`src/shared/phy_port_pkg.sv`:
```
// constants, carriers and modes for the mac-facing data port of the phy
// assumes a 100 mhz core clock; interface clocks are derived from it
package phy_port_pkg;

	// ----------------------------------------------------------------
	// clocking
	// ----------------------------------------------------------------
	localparam int CLK_HZ       = 100_000_000; // core clock
	localparam int REF_HZ       = 25_000_000;  // reference the two nibble rates come from
	localparam int RATE_FAST_HZ = REF_HZ;      // nibble clock at 100 mb/s
	localparam int RATE_SLOW_HZ = REF_HZ / 10; // nibble clock at 10 mb/s
	localparam int RATE_SER_HZ  = 10_000_000;  // bit clock in serial mode
	localparam int DIV_W        = 5;
	localparam logic [DIV_W-1:0] RELOAD_FAST =
		DIV_W'(CLK_HZ / (2 * RATE_FAST_HZ) - 1);
	localparam logic [DIV_W-1:0] RELOAD_SLOW =
		DIV_W'(CLK_HZ / (2 * RATE_SLOW_HZ) - 1);
	localparam logic [DIV_W-1:0] RELOAD_SER =
		DIV_W'(CLK_HZ / (2 * RATE_SER_HZ) - 1);

	// ----------------------------------------------------------------
	// sizes, pin vector layout and reset values
	// ----------------------------------------------------------------
	localparam int NIB_W      = 4;
	localparam int FIFO_DEPTH = 16;
	localparam int PIN_TXEN   = 0;
	localparam int PIN_TXD    = 1; // four bits from here
	localparam int PIN_MDC    = 5;
	localparam int PIN_MDIO   = 6;
	localparam int PIN_STRAP  = 7;
	localparam int PIN_SPEED  = 8;
	localparam int PIN_ISO    = 9;
	localparam int PIN_W      = 10;
	localparam logic [PIN_W-1:0] RST_PINS = 10'h000;
	localparam logic [DIV_W-1:0] RST_CNT  = 5'h00;
	localparam logic [1:0]       RST_IDX  = 2'h0;

	// ----------------------------------------------------------------
	// carriers and modes
	// ----------------------------------------------------------------
	typedef struct packed {
		logic             err; // decoder found a bad code group
		logic [NIB_W-1:0] nib;
	} rx_word_t;

	typedef struct packed {
		logic             en;
		logic [NIB_W-1:0] nib;
	} tx_word_t;

	typedef enum logic [2:0] {
		MODE_FAST = 3'b001,
		MODE_SLOW = 3'b010,
		MODE_SER  = 3'b100
	} link_mode_t;

endpackage

```
`src/design/phy_mac_port.sv`:
```
// mac-facing nibble/serial data port of a 10/100 phy, with its rx fifo
// assumes the line coder sits on the core side in the clk domain; all mac
// and strap pins are asynchronous and are synchronised here
//
// Function
// - drive free-running transmit clock to mac
// - transmit enable marks valid transmit nibble
// - receive clock 25 mhz fast, 2.5 slow
// - collision output high on medium collision
// - carrier sense high unless medium idle
// - receive valid spans received nibbles, sampled rising
// - four receive lines change with receive clock
// - receive error high on decode error
// - management clock accepted with no phase relation
// - management data pin shared, released when idle
// - serial mode: 10 mb/s on bit zero
// - serial mode uses seven signals only; the port here also drives receive valid and receive error in serial mode
// - serial receive clock recovered from received stream
// - serial transmit clock generated by device
// - all interface clocks from one reference
// - strap high selects nibble, else serial
// - isolate disconnects data and management pins
`timescale 1ns/1ps
`default_nettype none

// ------------------------------------------------------------------
// flop-based fifo with valid/ready on both sides
// ------------------------------------------------------------------
module nibble_fifo #(
	parameter int WIDTH = 5,
	parameter int DEPTH = 16
) (
	// clock and reset
	input  wire logic             clk,
	input  wire logic             rst,
	// fill side
	input  wire logic             in_valid,
	output logic                  in_ready,
	input  wire logic [WIDTH-1:0] in_data,
	// drain side
	output logic                  out_valid,
	input  wire logic             out_ready,
	output logic [WIDTH-1:0]      out_data
);
	localparam int AW = $clog2(DEPTH);

	logic [WIDTH-1:0] mem_q [DEPTH];
	logic [AW:0]      wr_q;
	logic [AW:0]      rd_q;
	logic             push;
	logic             pop;

	// full when pointers differ only in the wrap bit
	assign in_ready  = !((wr_q[AW] != rd_q[AW]) &&
		(wr_q[AW-1:0] == rd_q[AW-1:0]));
	assign out_valid = (wr_q != rd_q);
	assign out_data  = mem_q[rd_q[AW-1:0]];
	assign push      = in_valid && in_ready;
	assign pop       = out_valid && out_ready;

	// storage write
	always_ff @(posedge clk) begin
		if (push) begin
			mem_q[wr_q[AW-1:0]] <= in_data;
		end
	end

	// pointers
	always_ff @(posedge clk) begin
		if (rst) begin
			wr_q <= '0;
			rd_q <= '0;
		end else begin
			if (push) begin
				wr_q <= wr_q + 1'b1;
			end
			if (pop) begin
				rd_q <= rd_q + 1'b1;
			end
		end
	end
endmodule // nibble_fifo

// ------------------------------------------------------------------
// port top
// ------------------------------------------------------------------
module phy_mac_port (
	// clock and reset
	input  wire logic                     clk,
	input  wire logic                     rst,
	// mac data pins
	output logic                          mac_txc,
	input  wire logic                     mac_txen,
	input  wire logic [3:0]               mac_txd,
	output logic                          mac_rxc,
	output logic [3:0]                    mac_rxd,
	output logic                          mac_rxdv,
	output logic                          mac_rxer,
	output logic                          mac_crs,
	output logic                          mac_col,
	output logic                          mac_port_oe,
	// management pins
	input  wire logic                     mdc,
	input  wire logic                     mdio_i,
	output logic                          mdio_o,
	output logic                          mdio_oe,
	// configuration pins
	input  wire logic                     interface_select_strap,
	input  wire logic                     speed_100,
	input  wire logic                     isolate,
	// core receive side
	input  wire logic                     rx_in_valid,
	output logic                          rx_in_ready,
	input  wire phy_port_pkg::rx_word_t   rx_in,
	input  wire logic                     carrier_in,
	input  wire logic                     collision_in,
	// core transmit side
	output phy_port_pkg::tx_word_t        tx_out,
	output logic                          tx_stb,
	// core management side
	output logic                          mgmt_bit,
	output logic                          mgmt_stb,
	input  wire logic                     mgmt_drive,
	input  wire logic                     mgmt_out,
	// status
	output phy_port_pkg::link_mode_t      link_mode
);
	// ----------------------------------------------------------------
	// declarations
	// ----------------------------------------------------------------
	logic [phy_port_pkg::PIN_W-1:0]  pin_s1_q;
	logic [phy_port_pkg::PIN_W-1:0]  pin_s2_q;
	logic                            mdc_d1_q;
	logic [1:0]                      init_q;
	logic                            strap_q;
	logic                            iso;
	phy_port_pkg::link_mode_t        mode_q;
	logic [phy_port_pkg::DIV_W-1:0]  tx_cnt_q;
	logic [phy_port_pkg::DIV_W-1:0]  rx_cnt_q;
	logic                            txc_q;
	logic                            rxc_q;
	logic                            tx_rise;
	logic                            rx_fall;
	logic                            rx_restart;
	logic                            carrier_d1_q;
	logic [1:0]                      rx_idx_q;
	logic [1:0]                      tx_idx_q;
	logic [3:0]                      rx_sh_q;
	logic [3:0]                      tx_sh_q;
	logic [3:0]                      rxd_q;
	logic                            rxdv_q;
	logic                            rxer_q;
	logic                            crs_q;
	logic                            col_q;
	phy_port_pkg::tx_word_t          tx_q;
	logic                            tx_stb_q;
	logic                            mgmt_bit_q;
	logic                            mgmt_stb_q;
	logic                            mdio_o_q;
	logic                            mdio_oe_q;
	logic                            mdc_rise;
	logic                            mdc_fall;
	logic                            fifo_valid;
	logic                            fifo_pop;
	phy_port_pkg::rx_word_t          fifo_word;

	// half-period reload for the current mode
	function automatic logic [phy_port_pkg::DIV_W-1:0] reload_of(
		input phy_port_pkg::link_mode_t m);
		case (m)
			phy_port_pkg::MODE_FAST: reload_of = phy_port_pkg::RELOAD_FAST;
			phy_port_pkg::MODE_SER:  reload_of = phy_port_pkg::RELOAD_SER;
			default:                 reload_of = phy_port_pkg::RELOAD_SLOW;
		endcase
	endfunction

	// ----------------------------------------------------------------
	// pin synchronisers and configuration
	// ----------------------------------------------------------------
	// two flops on every asynchronous pin
	always_ff @(posedge clk) begin
		if (rst) begin
			pin_s1_q <= phy_port_pkg::RST_PINS;
			pin_s2_q <= phy_port_pkg::RST_PINS;
			mdc_d1_q <= 1'b0;
		end else begin
			pin_s1_q <= {isolate, speed_100, interface_select_strap,
				mdio_i, mdc, mac_txd, mac_txen};
			pin_s2_q <= pin_s1_q;
			mdc_d1_q <= pin_s2_q[phy_port_pkg::PIN_MDC];
		end
	end

	assign iso = pin_s2_q[phy_port_pkg::PIN_ISO];

	// strap caught once, after the synchroniser has filled
	always_ff @(posedge clk) begin
		if (rst) begin
			init_q  <= 2'h0;
			strap_q <= 1'b0;
		end else begin
			if (init_q != 2'h3) begin
				init_q <= init_q + 1'b1;
			end
			// only the second stage is read: the first may be metastable
			if (init_q == 2'h2) begin
				strap_q <= pin_s2_q[phy_port_pkg::PIN_STRAP];
			end
		end
	end

	// mode: nibble at strap high, else 10 mb/s serial
	always_ff @(posedge clk) begin
		if (rst) begin
			mode_q <= phy_port_pkg::MODE_SER;
		end else if (!strap_q) begin
			mode_q <= phy_port_pkg::MODE_SER;
		end else if (pin_s2_q[phy_port_pkg::PIN_SPEED]) begin
			mode_q <= phy_port_pkg::MODE_FAST;
		end else begin
			mode_q <= phy_port_pkg::MODE_SLOW;
		end
	end

	// ----------------------------------------------------------------
	// interface clock generators
	// ----------------------------------------------------------------
	assign tx_rise    = (tx_cnt_q == phy_port_pkg::RST_CNT) && !txc_q;
	assign rx_fall    = (rx_cnt_q == phy_port_pkg::RST_CNT) && rxc_q;
	assign rx_restart = (mode_q == phy_port_pkg::MODE_SER) &&
		carrier_in && !carrier_d1_q;

	// free-running transmit clock from the reference divider
	always_ff @(posedge clk) begin
		if (rst || iso) begin
			tx_cnt_q <= phy_port_pkg::RST_CNT;
			txc_q    <= 1'b0;
		end else if (tx_cnt_q == phy_port_pkg::RST_CNT) begin
			tx_cnt_q <= reload_of(mode_q);
			txc_q    <= !txc_q;
		end else begin
			tx_cnt_q <= tx_cnt_q - 1'b1;
		end
	end

	// receive clock; in serial mode re-phased to the incoming stream
	always_ff @(posedge clk) begin
		if (rst || iso) begin
			rx_cnt_q     <= phy_port_pkg::RST_CNT;
			rxc_q        <= 1'b0;
			carrier_d1_q <= 1'b0;
		end else begin
			carrier_d1_q <= carrier_in;
			if (rx_restart) begin
				rx_cnt_q <= reload_of(mode_q);
				rxc_q    <= 1'b0;
			end else if (rx_cnt_q == phy_port_pkg::RST_CNT) begin
				rx_cnt_q <= reload_of(mode_q);
				rxc_q    <= !rxc_q;
			end else begin
				rx_cnt_q <= rx_cnt_q - 1'b1;
			end
		end
	end

	// ----------------------------------------------------------------
	// receive path
	// ----------------------------------------------------------------
	nibble_fifo #(
		.WIDTH ($bits(phy_port_pkg::rx_word_t)),
		.DEPTH (phy_port_pkg::FIFO_DEPTH)
	) u_rx_fifo (
		.clk       (clk),
		.rst       (rst),
		.in_valid  (rx_in_valid),
		.in_ready  (rx_in_ready),
		.in_data   (rx_in),
		.out_valid (fifo_valid),
		.out_ready (fifo_pop),
		.out_data  (fifo_word)
	);

	// a word leaves only on a falling receive edge at a nibble start
	assign fifo_pop = rx_fall && (rx_idx_q == phy_port_pkg::RST_IDX) &&
		fifo_valid && !iso;

	// outputs change on falling edge so the mac samples them rising
	always_ff @(posedge clk) begin
		if (rst || iso) begin
			rxd_q    <= 4'h0;
			rxdv_q   <= 1'b0;
			rxer_q   <= 1'b0;
			rx_sh_q  <= 4'h0;
			rx_idx_q <= phy_port_pkg::RST_IDX;
		end else if (rx_fall) begin
			if (rx_idx_q != phy_port_pkg::RST_IDX) begin
				rxd_q    <= {3'h0, rx_sh_q[rx_idx_q]};
				rx_idx_q <= rx_idx_q + 1'b1;
			end else if (fifo_pop) begin
				rxdv_q  <= 1'b1;
				rxer_q  <= fifo_word.err;
				rx_sh_q <= fifo_word.nib;
				if (mode_q == phy_port_pkg::MODE_SER) begin
					rxd_q    <= {3'h0, fifo_word.nib[0]};
					rx_idx_q <= 2'h1;
				end else begin
					rxd_q <= fifo_word.nib;
				end
			end else begin
				rxdv_q <= 1'b0;
				rxer_q <= 1'b0;
				rxd_q  <= 4'h0;
			end
		end
	end

	// medium status
	always_ff @(posedge clk) begin
		if (rst || iso) begin
			crs_q <= 1'b0;
			col_q <= 1'b0;
		end else begin
			crs_q <= carrier_in;
			col_q <= collision_in;
		end
	end

	// ----------------------------------------------------------------
	// transmit path
	// ----------------------------------------------------------------
	// sampled at the rising edge: the synchronised copy shows the pins
	// as they stood two clk cycles earlier, mid-way through the previous period only at the fast rate
	always_ff @(posedge clk) begin
		if (rst || iso) begin
			tx_q     <= '0;
			tx_stb_q <= 1'b0;
			tx_sh_q  <= 4'h0;
			tx_idx_q <= phy_port_pkg::RST_IDX;
		end else begin
			tx_stb_q <= 1'b0;
			if (tx_rise && pin_s2_q[phy_port_pkg::PIN_TXEN]) begin
				if (mode_q != phy_port_pkg::MODE_SER) begin
					tx_q     <= {1'b1, pin_s2_q[phy_port_pkg::PIN_TXD +: 4]};
					tx_stb_q <= 1'b1;
				end else begin
					tx_sh_q[tx_idx_q] <= pin_s2_q[phy_port_pkg::PIN_TXD];
					tx_idx_q <= tx_idx_q + 1'b1;
					if (tx_idx_q == 2'h3) begin
						tx_q <= {1'b1, pin_s2_q[phy_port_pkg::PIN_TXD],
							tx_sh_q[2:0]};
						tx_stb_q <= 1'b1;
					end
				end
			end else if (tx_rise) begin
				tx_q.en  <= 1'b0;
				tx_idx_q <= phy_port_pkg::RST_IDX;
			end
		end
	end

	// ----------------------------------------------------------------
	// management pins
	// ----------------------------------------------------------------
	assign mdc_rise = pin_s2_q[phy_port_pkg::PIN_MDC] && !mdc_d1_q;
	assign mdc_fall = !pin_s2_q[phy_port_pkg::PIN_MDC] && mdc_d1_q;

	// sample on mdc rising, drive on mdc falling, release when idle
	always_ff @(posedge clk) begin
		if (rst || iso) begin
			mgmt_bit_q <= 1'b0;
			mgmt_stb_q <= 1'b0;
			mdio_o_q   <= 1'b0;
			mdio_oe_q  <= 1'b0;
		end else begin
			mgmt_stb_q <= mdc_rise;
			if (mdc_rise) begin
				mgmt_bit_q <= pin_s2_q[phy_port_pkg::PIN_MDIO];
			end
			if (mdc_fall) begin
				mdio_o_q  <= mgmt_out;
				mdio_oe_q <= mgmt_drive;
			end
		end
	end

	// ----------------------------------------------------------------
	// outputs
	// ----------------------------------------------------------------
	assign mac_txc     = txc_q;
	assign mac_rxc     = rxc_q;
	assign mac_rxd     = rxd_q;
	assign mac_rxdv    = rxdv_q;
	assign mac_rxer    = rxer_q;
	assign mac_crs     = crs_q;
	assign mac_col     = col_q;
	assign mac_port_oe = !iso;
	assign mdio_o      = mdio_o_q;
	assign mdio_oe     = mdio_oe_q;
	assign tx_out      = tx_q;
	assign tx_stb      = tx_stb_q;
	assign mgmt_bit    = mgmt_bit_q;
	assign mgmt_stb    = mgmt_stb_q;
	assign link_mode   = mode_q;
endmodule // phy_mac_port

`default_nettype wire

```
`config.mk`:
```
export PLATFORM = sky130hd
export DESIGN_NAME = phy_mac_port
export DESIGN_NICKNAME = d
export VERILOG_FILES = /design/src/shared/phy_port_pkg.sv /design/src/design/phy_mac_port.sv
export SDC_FILE = /design/constraint.sdc
export NUM_CORES = 1
export LEC_CHECK = 0
export BUFFER_PORTS_ARGS = -buffer_cell sky130_fd_sc_hd__buf_2
export CAP_MARGIN = 20
export CORE_ASPECT_RATIO = 1.1
export CORE_MARGIN = 2
export CORE_UTILIZATION = 53
export CTS_CLUSTER_DIAMETER = 150
export DETAILED_ROUTE_END_ITERATION = 6
export PLACE_DENSITY_LB_ADDON = 0.3
export SYNTH_ARGS = -nofsm -noshare
export SYNTH_HDL_FRONTEND = slang
export SYNTH_HIERARCHICAL = 1
export SYNTH_SLANG_ARGS = --single-unit
```
`constraint.sdc`:
```
create_clock -name clk -period 3.7 [get_ports clk]
set_clock_uncertainty 0.15 [all_clocks]
set_input_delay 0 -clock clk [delete_from_list [all_inputs] [get_ports clk]]
set_output_delay 0 -clock clk [all_outputs]
set_load 0.01 [all_outputs]
```
==> impl_metrics.toml, run 1 <==
[timing]
grt_setup_unrepaired = "no"
hold_viol = 0
setup_viol_count_final = 0
slew_headroom = 0.361
tns_ns = 0
finalMaxSlewViolations = 0
post-route-min-period_ns = 2.84
period_share = 0.767
fmax_mhz = 353
setup_slack_ns = 0.863
tightest_slew_ns = 0.956

[layout]
drive_above_1_share = 0.186
fin_util = 0.645
final_common_cell = "dfxtp_1"
num-nets-final = 604
diodes = 0
final_cell_mix = "82 x dfxtp_1, 80 x edfxtp_1, 46 x buf_2"
nFillCells = 876
design_area_um2 = 7800
multi_input_area_um2 = 2370
synthToLayoutAreaGrowth_pct = 18.1
regArea_um2 = 4040

[routing]
ant_nets = 0
routed_wl_um = 13100
post_drt_wl_per_cell_um = 17.9
drtIter0Drc = 306
avgViaCountPerCell = 5.62
drcViolationCount = 0
drt_pre_antenna_iters = 7
num_vias = 4128

[clocking]
cts-resized-gates = 0
clock_path_buffers = 2
numCtsBuffers = 17
worstSkewPairLatency_ns = 0.43
cts_root_buf = "clkbuf_16"
ctsHtreeMaxLevel = 4
clk_pin_slew_ns = 0.06
cts.sinks = 162
cts_tree = "done"

[logic_synthesis]
syn_area_um2 = 6610
synth_edf_count = 80
ys_ff_latch = 162
synth_cell_types = 52
synth_nets = 523
synth_flop_cell = "dfxtp_1"
synthCells = 486
yosysWarnings = 6
async_flop_share = 0
yosysSeqAreaShare = 0.612
syn_area_per_cell_um2 = 13.6

[place]
place_hpwl_um = 8670
gp_congestion = 0.805
placed_area_um2 = 6960
port_buffers = 46
place_ws_ns = 0.945

[floorplan]
die_x_um = 110
fp.dieH_um = 121
io-pin-count = 47
die-area_um2 = 13400
core_area_um2 = 12100
rows = 42
initial_core_util = 0.547

[global_routing]
grt_pass1_wl_um = 21700
grtUsageTotal = 0.212
grt_max_degree = 47
grt_pass1_vias = 4294
grt_overflow = 0
antenna_found_initial = 0

[worst_setup_path]
endpoint_kind = "flop"
cpLargestDelayFamily = "simple AND/OR/NAND/NOR gates"
critPathSlowestCell = "dfxtp_1"
path_class = "reg2reg"
cp_slowest_stage_delay_ns = 0.47
start_kind = "flop"
critPathRequiredTime_ns = 3.86
critPathArrivalTime_ns = 2.99
path_cells = "xnor2_1 > and4_1 > nand2_1 > and3b_1 > nand3_1 > inv_1 > nand4_1 > a21oi_1 > mux2_2"
crit_buf_inv = 1
crit_fanout = 7

[hold_path]
hp-class = "in2reg"

[power]
power_density_nw_per_um2 = 522
power_leakage_nw = 2.92
ir_worst_vdd_uv = 358

[run]
cap_violations = 0

[run_status]
status = "complete, no violations"
## power by group
part / switching, mW / internal [mW] / total (mW) / leakage (nW)
Sequential: 0.0668 / 1.96 / 2.02 / 1.39
Clock: 0.706 / 0.866 / 1.57 / 0.256
Combinational: 0.264 / 0.213 / 0.477 / 1.27
## cells in the mapped netlist (2+ instances only)
cell type | number | area (um^2)
nand4_1 | 3 | 18.8
and3_1 | 16 | 100
buf_2 | 4 | 20.0
a21oi_1 | 22 | 110
dfxtp_1 | 82 | 1640
ha_1 | 15 | 188
mux2i_1 | 10 | 100
o21ai_0 | 6 | 30.0
inv_1 | 23 | 86.3
and2_1 | 6 | 37.5
nand2_1 | 34 | 128
edfxtp_1 | 80 | 2400
a311oi_1 | 6 | 52.6
nand2b_1 | 4 | 25.0
xnor2_1 | 7 | 61.3
nor2b_1 | 27 | 169
a211o_1 | 3 | 26.3
nor4_4 | 2 | 42.5
buf_6 | 4 | 45.0
nand3_1 | 12 | 60.1
o311ai_0 | 4 | 35.0
mux4_1 | 14 | 368
mux4_2 | 12 | 270
nor3_1 | 5 | 25.0
mux2_2 | 7 | 78.8
nor2_1 | 32 | 120
a211oi_1 | 5 | 37.5
xor2_1 | 5 | 43.8
clkbuf_1 | 11 | 41.3
and4_1 | 3 | 26.3
## tightest hold or removal path, stage by stage
cell           delay [ns]
dlygate4sd3_1        0.52
buf_2                0.10
and2_1               0.10
## registers in the layout, indices dropped and copies added, names as in the netlist, 2 cells and up, named ones only
signal,count
u_rx_fifo/mem_q,80
pin_s1_q,10
pin_s2_q,10
rx_cnt_q,5
tx_cnt_q,5
tx_out,5
u_rx_fifo/rd_q,5
u_rx_fifo/wr_q,5
mac_rxd,4
rx_sh_q,4
link_mode,3
tx_sh_q,3
init_q,2
rx_idx_q,2
tx_idx_q,2
## kinds of logic (layout without fill, tap and decap cells)
| kind of cell | after synthesis | in the layout | synth area share |
|---|---|---|---|
| flip-flops | 162 | 162 | 0.612 |
| multiplexers | 43 | 43 | 0.124 |
| buffers and inverters | 43 | 137 | 0.0297 |
| AND/OR/NAND/NOR | 155 | 155 | 0.130 |
| adder cells (fa/ha/maj) | 15 | 15 | 0.0284 |
| AO/OA/AOI/OAI | 56 | 56 | 0.0599 |
| XOR/XNOR | 12 | 12 | 0.0159 |
## final timing paths
| check | start | end | slack (ns) | cells past startpoint |
|---|---|---|---|---|
| min | collision_in | mac_col | 0.17 | 3 |
| max | u_rx_fifo/wr_q[3] | u_rx_fifo/rd_q[3] | 0.86 | 9 |
| max reg2reg | u_rx_fifo/wr_q[3] | u_rx_fifo/rd_q[3] | 0.86 | 9 |
| min reg2reg | pin_s2_q[8] | link_mode[1] | 0.28 | 1 |
## per-layer routing
layer  GRT usage  vias to the layer above  wire [um]
li1            -                     1960          -
met1       0.248                     2020       5460
met2       0.364                      121       6680
met3      0.0599                       27        688
met4      0.0961                        0        327
met5           0                        -          0
## timing repair
action,in CTS,in global routing
buffers inserted,0,0
hold buffers,31,0
hold endpoints to repair,114,0
endpoints found under the setup margin,0,0
## cell type report
cell class | count | share of cell area
clock buffers | 19 | 0.0555
clock inverters | 13 | 0.0130
inverters | 23 | 0.0111
multi-input cells | 281 | 0.303
flip-flops and latches | 162 | 0.518
well taps | 154 | 0.0247
repair buffers | 82 | 0.0741
## metrics by stage
step / hold slack (ns) / total power, mW / cells
global route: 0.172 / 4.24 / 734
global placement: 0.0548 / 2.49 / 671
detailed placement: 0.0671 / 2.51 / 671
finish: 0.173 / 4.07 / 734
CTS: 0.153 / 4.10 / 734
floorplan: -0.0784 / 2.40 / 486
Note: power is estimated with default switching activity, not from simulation.
==> run 2: changes to the inputs <==
Clock period 3.7 ns to 2.8 ns, I/O delays scaled along.
==> run 2 against run 1 <==
Largest power group unchanged. Via count stayed put. Critical path depth is 1 lower. Clock-buffer cell count is 2 lower. Design area is 0.87% higher. Maximum frequency is 9.1% higher. Register-to-register slack worse by 0.66 ns. Routed wire length is 0.30% higher.
==> impl_metrics.toml, run 2 (same netlist as run 1, synthesis figures left out) <==
[floorplan]
io-pin-count = 47
initial_core_util = 0.547
die-area_um2 = 13400
rows = 42
core_area_um2 = 12100
die_x_um = 110
fp.dieH_um = 121

[run]
cap_violations = 0

[clocking]
cts_root_buf = "clkbuf_16"
numCtsBuffers = 17
cts.sinks = 162
clk_pin_slew_ns = 0.06
ctsHoldBuffers = 30
worstSkewPairLatency_ns = 0.42
cts_tree = "done"
clock_path_buffers = 2
cts-resized-gates = 0
ctsHtreeMaxLevel = 4
cts_setup_buffers = 0

[routing]
avgViaCountPerCell = 5.57
drcViolationCount = 0
drtIter0Drc = 328
post_drt_wl_per_cell_um = 17.8
ant_nets = 0
drt_pre_antenna_iters = 4
routed_wl_um = 13200
num_vias = 4128

[worst_setup_path]
critPathArrivalTime_ns = 2.76
rr_worst_depth = 8
critPathLaunch = "u_rx_fifo/rd_q[4]"
start_kind = "flop"
critPathRequiredTime_ns = 2.96
rrSetupSlack_ns = 0.20
path_class = "reg2reg"
crit_fanout = 7
endpoint_kind = "flop"
timing.rr.start = "u_rx_fifo/rd_q[4]"

[layout]
drive_above_1_share = 0.198
largest_register_ff_count = 80
nFillCells = 887
final_common_cell = "dfxtp_1"
synthToLayoutAreaGrowth_pct = 19.1
final_cell_mix = "82 x dfxtp_1, 80 x edfxtp_1, 46 x buf_2"
num-nets-final = 610

[timing]
tns_ns = 0
hold_viol = 0
slew_headroom = 0.494
period_share = 0.929
grt_setup_unrepaired = "no"
finalMaxSlewViolations = 0
setup_slack_ns = 0.199
hold_slack_ns = 0.183
tightest_slew_ns = 0.754
fmax_mhz = 384
post-route-min-period_ns = 2.60
setup_viol_count_final = 0

[global_routing]
grt_overflow = 0
grt_use_met3 = 0.0504
grt_pass1_wl_um = 21200
grt_max_degree = 31
grtUsageTotal = 0.205
antenna_found_initial = 1
gr-max-usage-layer = "met2"
grt_pass1_vias = 4217
met2_usage = 0.360
grt.met1_usage = 0.242

[power]
power_density_nw_per_um2 = 697
clkPwrFrac = 0.395
p_sw_mw = 1.38
swShare = 0.251
ir_worst_vdd_uv = 515
power_leakage_nw = 2.96
seq_power_share = 0.488
power.internal_mw = 4.11
finalPower_mw = 5.48
p_comb_frac = 0.118

[place]
place_hpwl_um = 8610
port_buffers = 46
place_ws_ns = 0.297
gp_congestion = 0.776

[hold_path]
hp-class = "in2reg"

[run_status]
status = "complete, no violations"
==> run 2: cell count changes in the layout (fill, tap and decap cells not counted) <==
cell | before | now
diode_2 | 0 | 1
clkinv_4 | 4 | 1
clkinv_2 | 0 | 2
clkinvlp_2 | 1 | 0
inv_6 | 4 | 3
buf_4 | 5 | 12
clkbuf_1 | 2 | 0
bufinv_16 | 0 | 1
clkinvlp_4 | 1 | 3
inv_8 | 1 | 2
dlygate4sd3_1 | 31 | 30
clkinv_1 | 2 | 3
==> run 2: metal layers <==
metal | share of wire | up-vias | wire, um
li1 | - | 1970 | -
met1 | 0.43 | 2056 | 5710
met2 | 0.51 | 86 | 6770
met3 | 0.033 | 16 | 435
met4 | 0.021 | 0 | 273
met5 | 0 | - | 0
==> run 2: power by group through the flow <==
stage / clock, mW / sequential, mW / combinational (mW)
2_1_floorplan: 0 / 2.71 / 0.457
3_3_place_gp: 0 / 2.72 / 0.580
3_5_place_dp: 0 / 2.72 / 0.607
4_1_cts: 2.20 / 2.67 / 0.645
5_1_grt: 2.28 / 2.69 / 0.717
6_report: 2.16 / 2.67 / 0.647
==> run 2: critical path: stages (launching register included) <==
cell and delay (ns):
dfxtp_1 0.34, xnor2_1 0.63, nand2_1 0.27, and3b_1 0.34, nand3_1 0.15, inv_1 0.11
nand4_1 0.11, a21oi_1 0.07, mux2_2 0.32
==> run 2: stage by stage <==
stage                      util  area [um^2]  instances
after floorplan               -         6610        486
after global placement    0.580         7010        678
after detailed placement  0.580         7010        678
after CTS                 0.651         7870        740
after global routing      0.651         7870        740
final                     0.651         7870        741
==> run 2: layout make-up <==
cell class                      count  area (um^2)  area share
Antenna cell                        1         2.50    0.000318
Clock buffer                       17          425      0.0541
Clock inverter                     15          131      0.0167
Inverter                           23         86.3      0.0110
Multi-Input combinational cell    281         2370       0.301
Sequential cell                   162         4040       0.514
Tap cell                          154          193      0.0245
Timing Repair Buffer               88          621      0.0789
==> run 2: worst min-delay path by stage <==
stage	from	end	slack, ns	cells past startpoint
floorplan	rst	pin_s1_q[3]	-0.08	1
global placement	collision_in	mac_col	0.05	2
detailed placement	collision_in	mac_col	0.05	2
CTS	collision_in	mac_col	0.16	3
global route	collision_in	mac_col	0.19	3
finish	collision_in	mac_col	0.18	3
==> run 3: changes to the inputs <==
Settings changed: CELL_PAD_IN_SITES_DETAIL_PLACEMENT set to 2, CELL_PAD_IN_SITES_GLOBAL_PLACEMENT set to 2, CORE_UTILIZATION 53 to 42, REMOVE_ABC_BUFFERS set to 1.
==> run 3 against run 2 <==
Routed wire length is 38% higher. Hold slack worse by 0.024 ns. First-iteration DRC count shrank 16%. Core utilization down 14 points. Combinational power grew 6.3%. Design area grew 0.32%. Clock power grew 4%. Global-route usage increased by 2.9 points. Critical path depth increased by 1. Non-clock buffer count shrank 5. Largest cell class unchanged. Maximum frequency fell by 2.9%. Sequential cell count stayed put.
==> impl_metrics.toml, run 3 (same netlist as run 1, synthesis figures left out) <==
[floorplan]
die_x_um = 124
core_area_um2 = 15600
rows = 48
io-pin-count = 47
initial_core_util = 0.425
die-area_um2 = 16800
fp.dieH_um = 136

[global_routing]
antenna_found_initial = 1
grt_pass1_vias = 4744
grt_max_degree = 21
grt_overflow = 0
grtUsageTotal = 0.234
grt_pass1_wl_um = 28100

[timing]
hold_viol = 0
slew_headroom = 0.497
finalMaxSlewViolations = 0
post-route-min-period_ns = 2.68
period_share = 0.957
tightest_slew_ns = 0.745
grt_setup_unrepaired = "no"
setup_viol_count_final = 0
tns_ns = 0
fmax_mhz = 373

[power]
seq_power_share = 0.477
ir_worst_vdd_uv = 441
clkPwrFrac = 0.401
p_comb_frac = 0.122
power.internal_mw = 4.05
swShare = 0.279
power_leakage_nw = 2.94
power_density_nw_per_um2 = 712
p_sw_mw = 1.57

[worst_setup_path]
critPathRequiredTime_ns = 2.97
critPathArrivalTime_ns = 2.85
start_kind = "flop"
endpoint_kind = "flop"
crit_fanout = 7
path_class = "reg2reg"

[run_status]
status = "complete, no violations"

[routing]
ant_nets = 0
routed_wl_um = 18200
wl_met2_um = 9650
wl_met3_um = 639
drtIter0Drc = 275
avgViaCountPerCell = 5.58
wl_met1_um = 7260
topRoutingLayerUsed = "met5"
drt_pre_antenna_iters = 4
num_vias = 4361
drcViolationCount = 0
post_drt_wl_per_cell_um = 23.3

[run]
cap_violations = 0

[layout]
instances_no_fill = 781
synthToLayoutAreaGrowth_pct = 19.5
largest_register_ff_count = 80
drive_above_1_share = 0.208
diodes = 0
nFillCells = 1463
num-nets-final = 605
final_common_cell = "dfxtp_1"
final_cell_mix = "81 x dfxtp_1, 80 x edfxtp_1, 46 x buf_2"

[clocking]
clk_pin_slew_ns = 0.07
clock_path_buffers = 2
cts.sinks = 162
numCtsBuffers = 17
cts_setup_buffers = 0
ctsHtreeMaxLevel = 4
cts_tree = "done"
worstSkewPairLatency_ns = 0.43
cts_root_buf = "clkbuf_16"

[place]
place_hpwl_um = 12200
port_buffers = 46
dp.cells = 725
gp_congestion = 0.775

[hold_path]
hp-class = "in2reg"
[run 3: cell types whose count changed in the layout (fill, tap and decap cells not counted), sizes merged]
| cell | before | now |
|---|---|---|
| buf | 58 | 59 |
| bufinv | 1 | 0 |
| clkinv | 6 | 4 |
| clkinvlp | 3 | 0 |
| diode | 1 | 0 |
| dlygate4sd3 | 30 | 24 |
| inv | 28 | 34 |
[run 3: final cells by class]
type,count,area (um^2),area share
sequential,162,4050,0.512
multi-input combinational,281,2370,0.300
timing repair buffer,83,581,0.0735
clock buffer,17,425,0.0539
tap,200,250,0.0317
clock inverter,15,139,0.0176
inverter,23,86.3,0.0109
[run 3: what timing repair did]
item                       4_1_cts  5_1_grt
hold buffers                    24        0
setup endpoints to repair        0        3
resized for setup                0        2
hold endpoints to repair       105        0
[run 3: metal layers]
metal  GRT usage  vias up
met5           0        -
met4       0.102        2
met3      0.0585       44
met2       0.412      112
met1       0.268     2238
li1            -     1965
[run 3: power by group through the flow]
stage | Combinational [mW] | Sequential [mW] | Clock [mW]
after floorplan | 0.423 | 2.71 | 0
after global placement | 0.595 | 2.72 | 0
after detailed placement | 0.652 | 2.73 | 0
after CTS | 0.691 | 2.68 | 2.29
after global routing | 0.766 | 2.69 | 2.39
final | 0.688 | 2.68 | 2.25
[run 3: stage by stage]
stage | hold slack (ns) | util | setup WS (ns) | instance area, um^2 | power (mW)
after CTS | 0.146 | 0.507 | 0.0881 | 7890 | 5.66
after global placement | 0.0550 | 0.456 | 0.387 | 7090 | 3.31
after floorplan | -0.0784 | - | 0.243 | 6500 | 3.14
after global routing | 0.159 | 0.507 | 0.00632 | 7890 | 5.85
after detailed placement | 0.0598 | 0.456 | 0.206 | 7090 | 3.38
final | 0.159 | 0.507 | 0.120 | 7890 | 5.62
[run 3: path summary, 6_finish.rpt]
path                                         from           endpoint  slack (ns)  cells past startpoint
worst min register to register        pin_s1_q[9]        pin_s2_q[9]        0.29                      1
worst max register to register  u_rx_fifo/rd_q[2]  u_rx_fifo/rd_q[4]        0.12                      9
worst min-delay path                 collision_in            mac_col        0.16                      3
worst max-delay path            u_rx_fifo/rd_q[2]  u_rx_fifo/rd_q[4]        0.12                      9
[run 3: critical path, stage by stage, from the launching register on]
cell	delay, ns
dfxtp_1	0.46
xnor2_1	0.14
and4_1	0.24
nand2_1	0.16
and3b_2	0.30
nand3_1	0.13
inv_1	0.20
nand4_1	0.22
a21oi_1	0.21
mux2_2	0.36
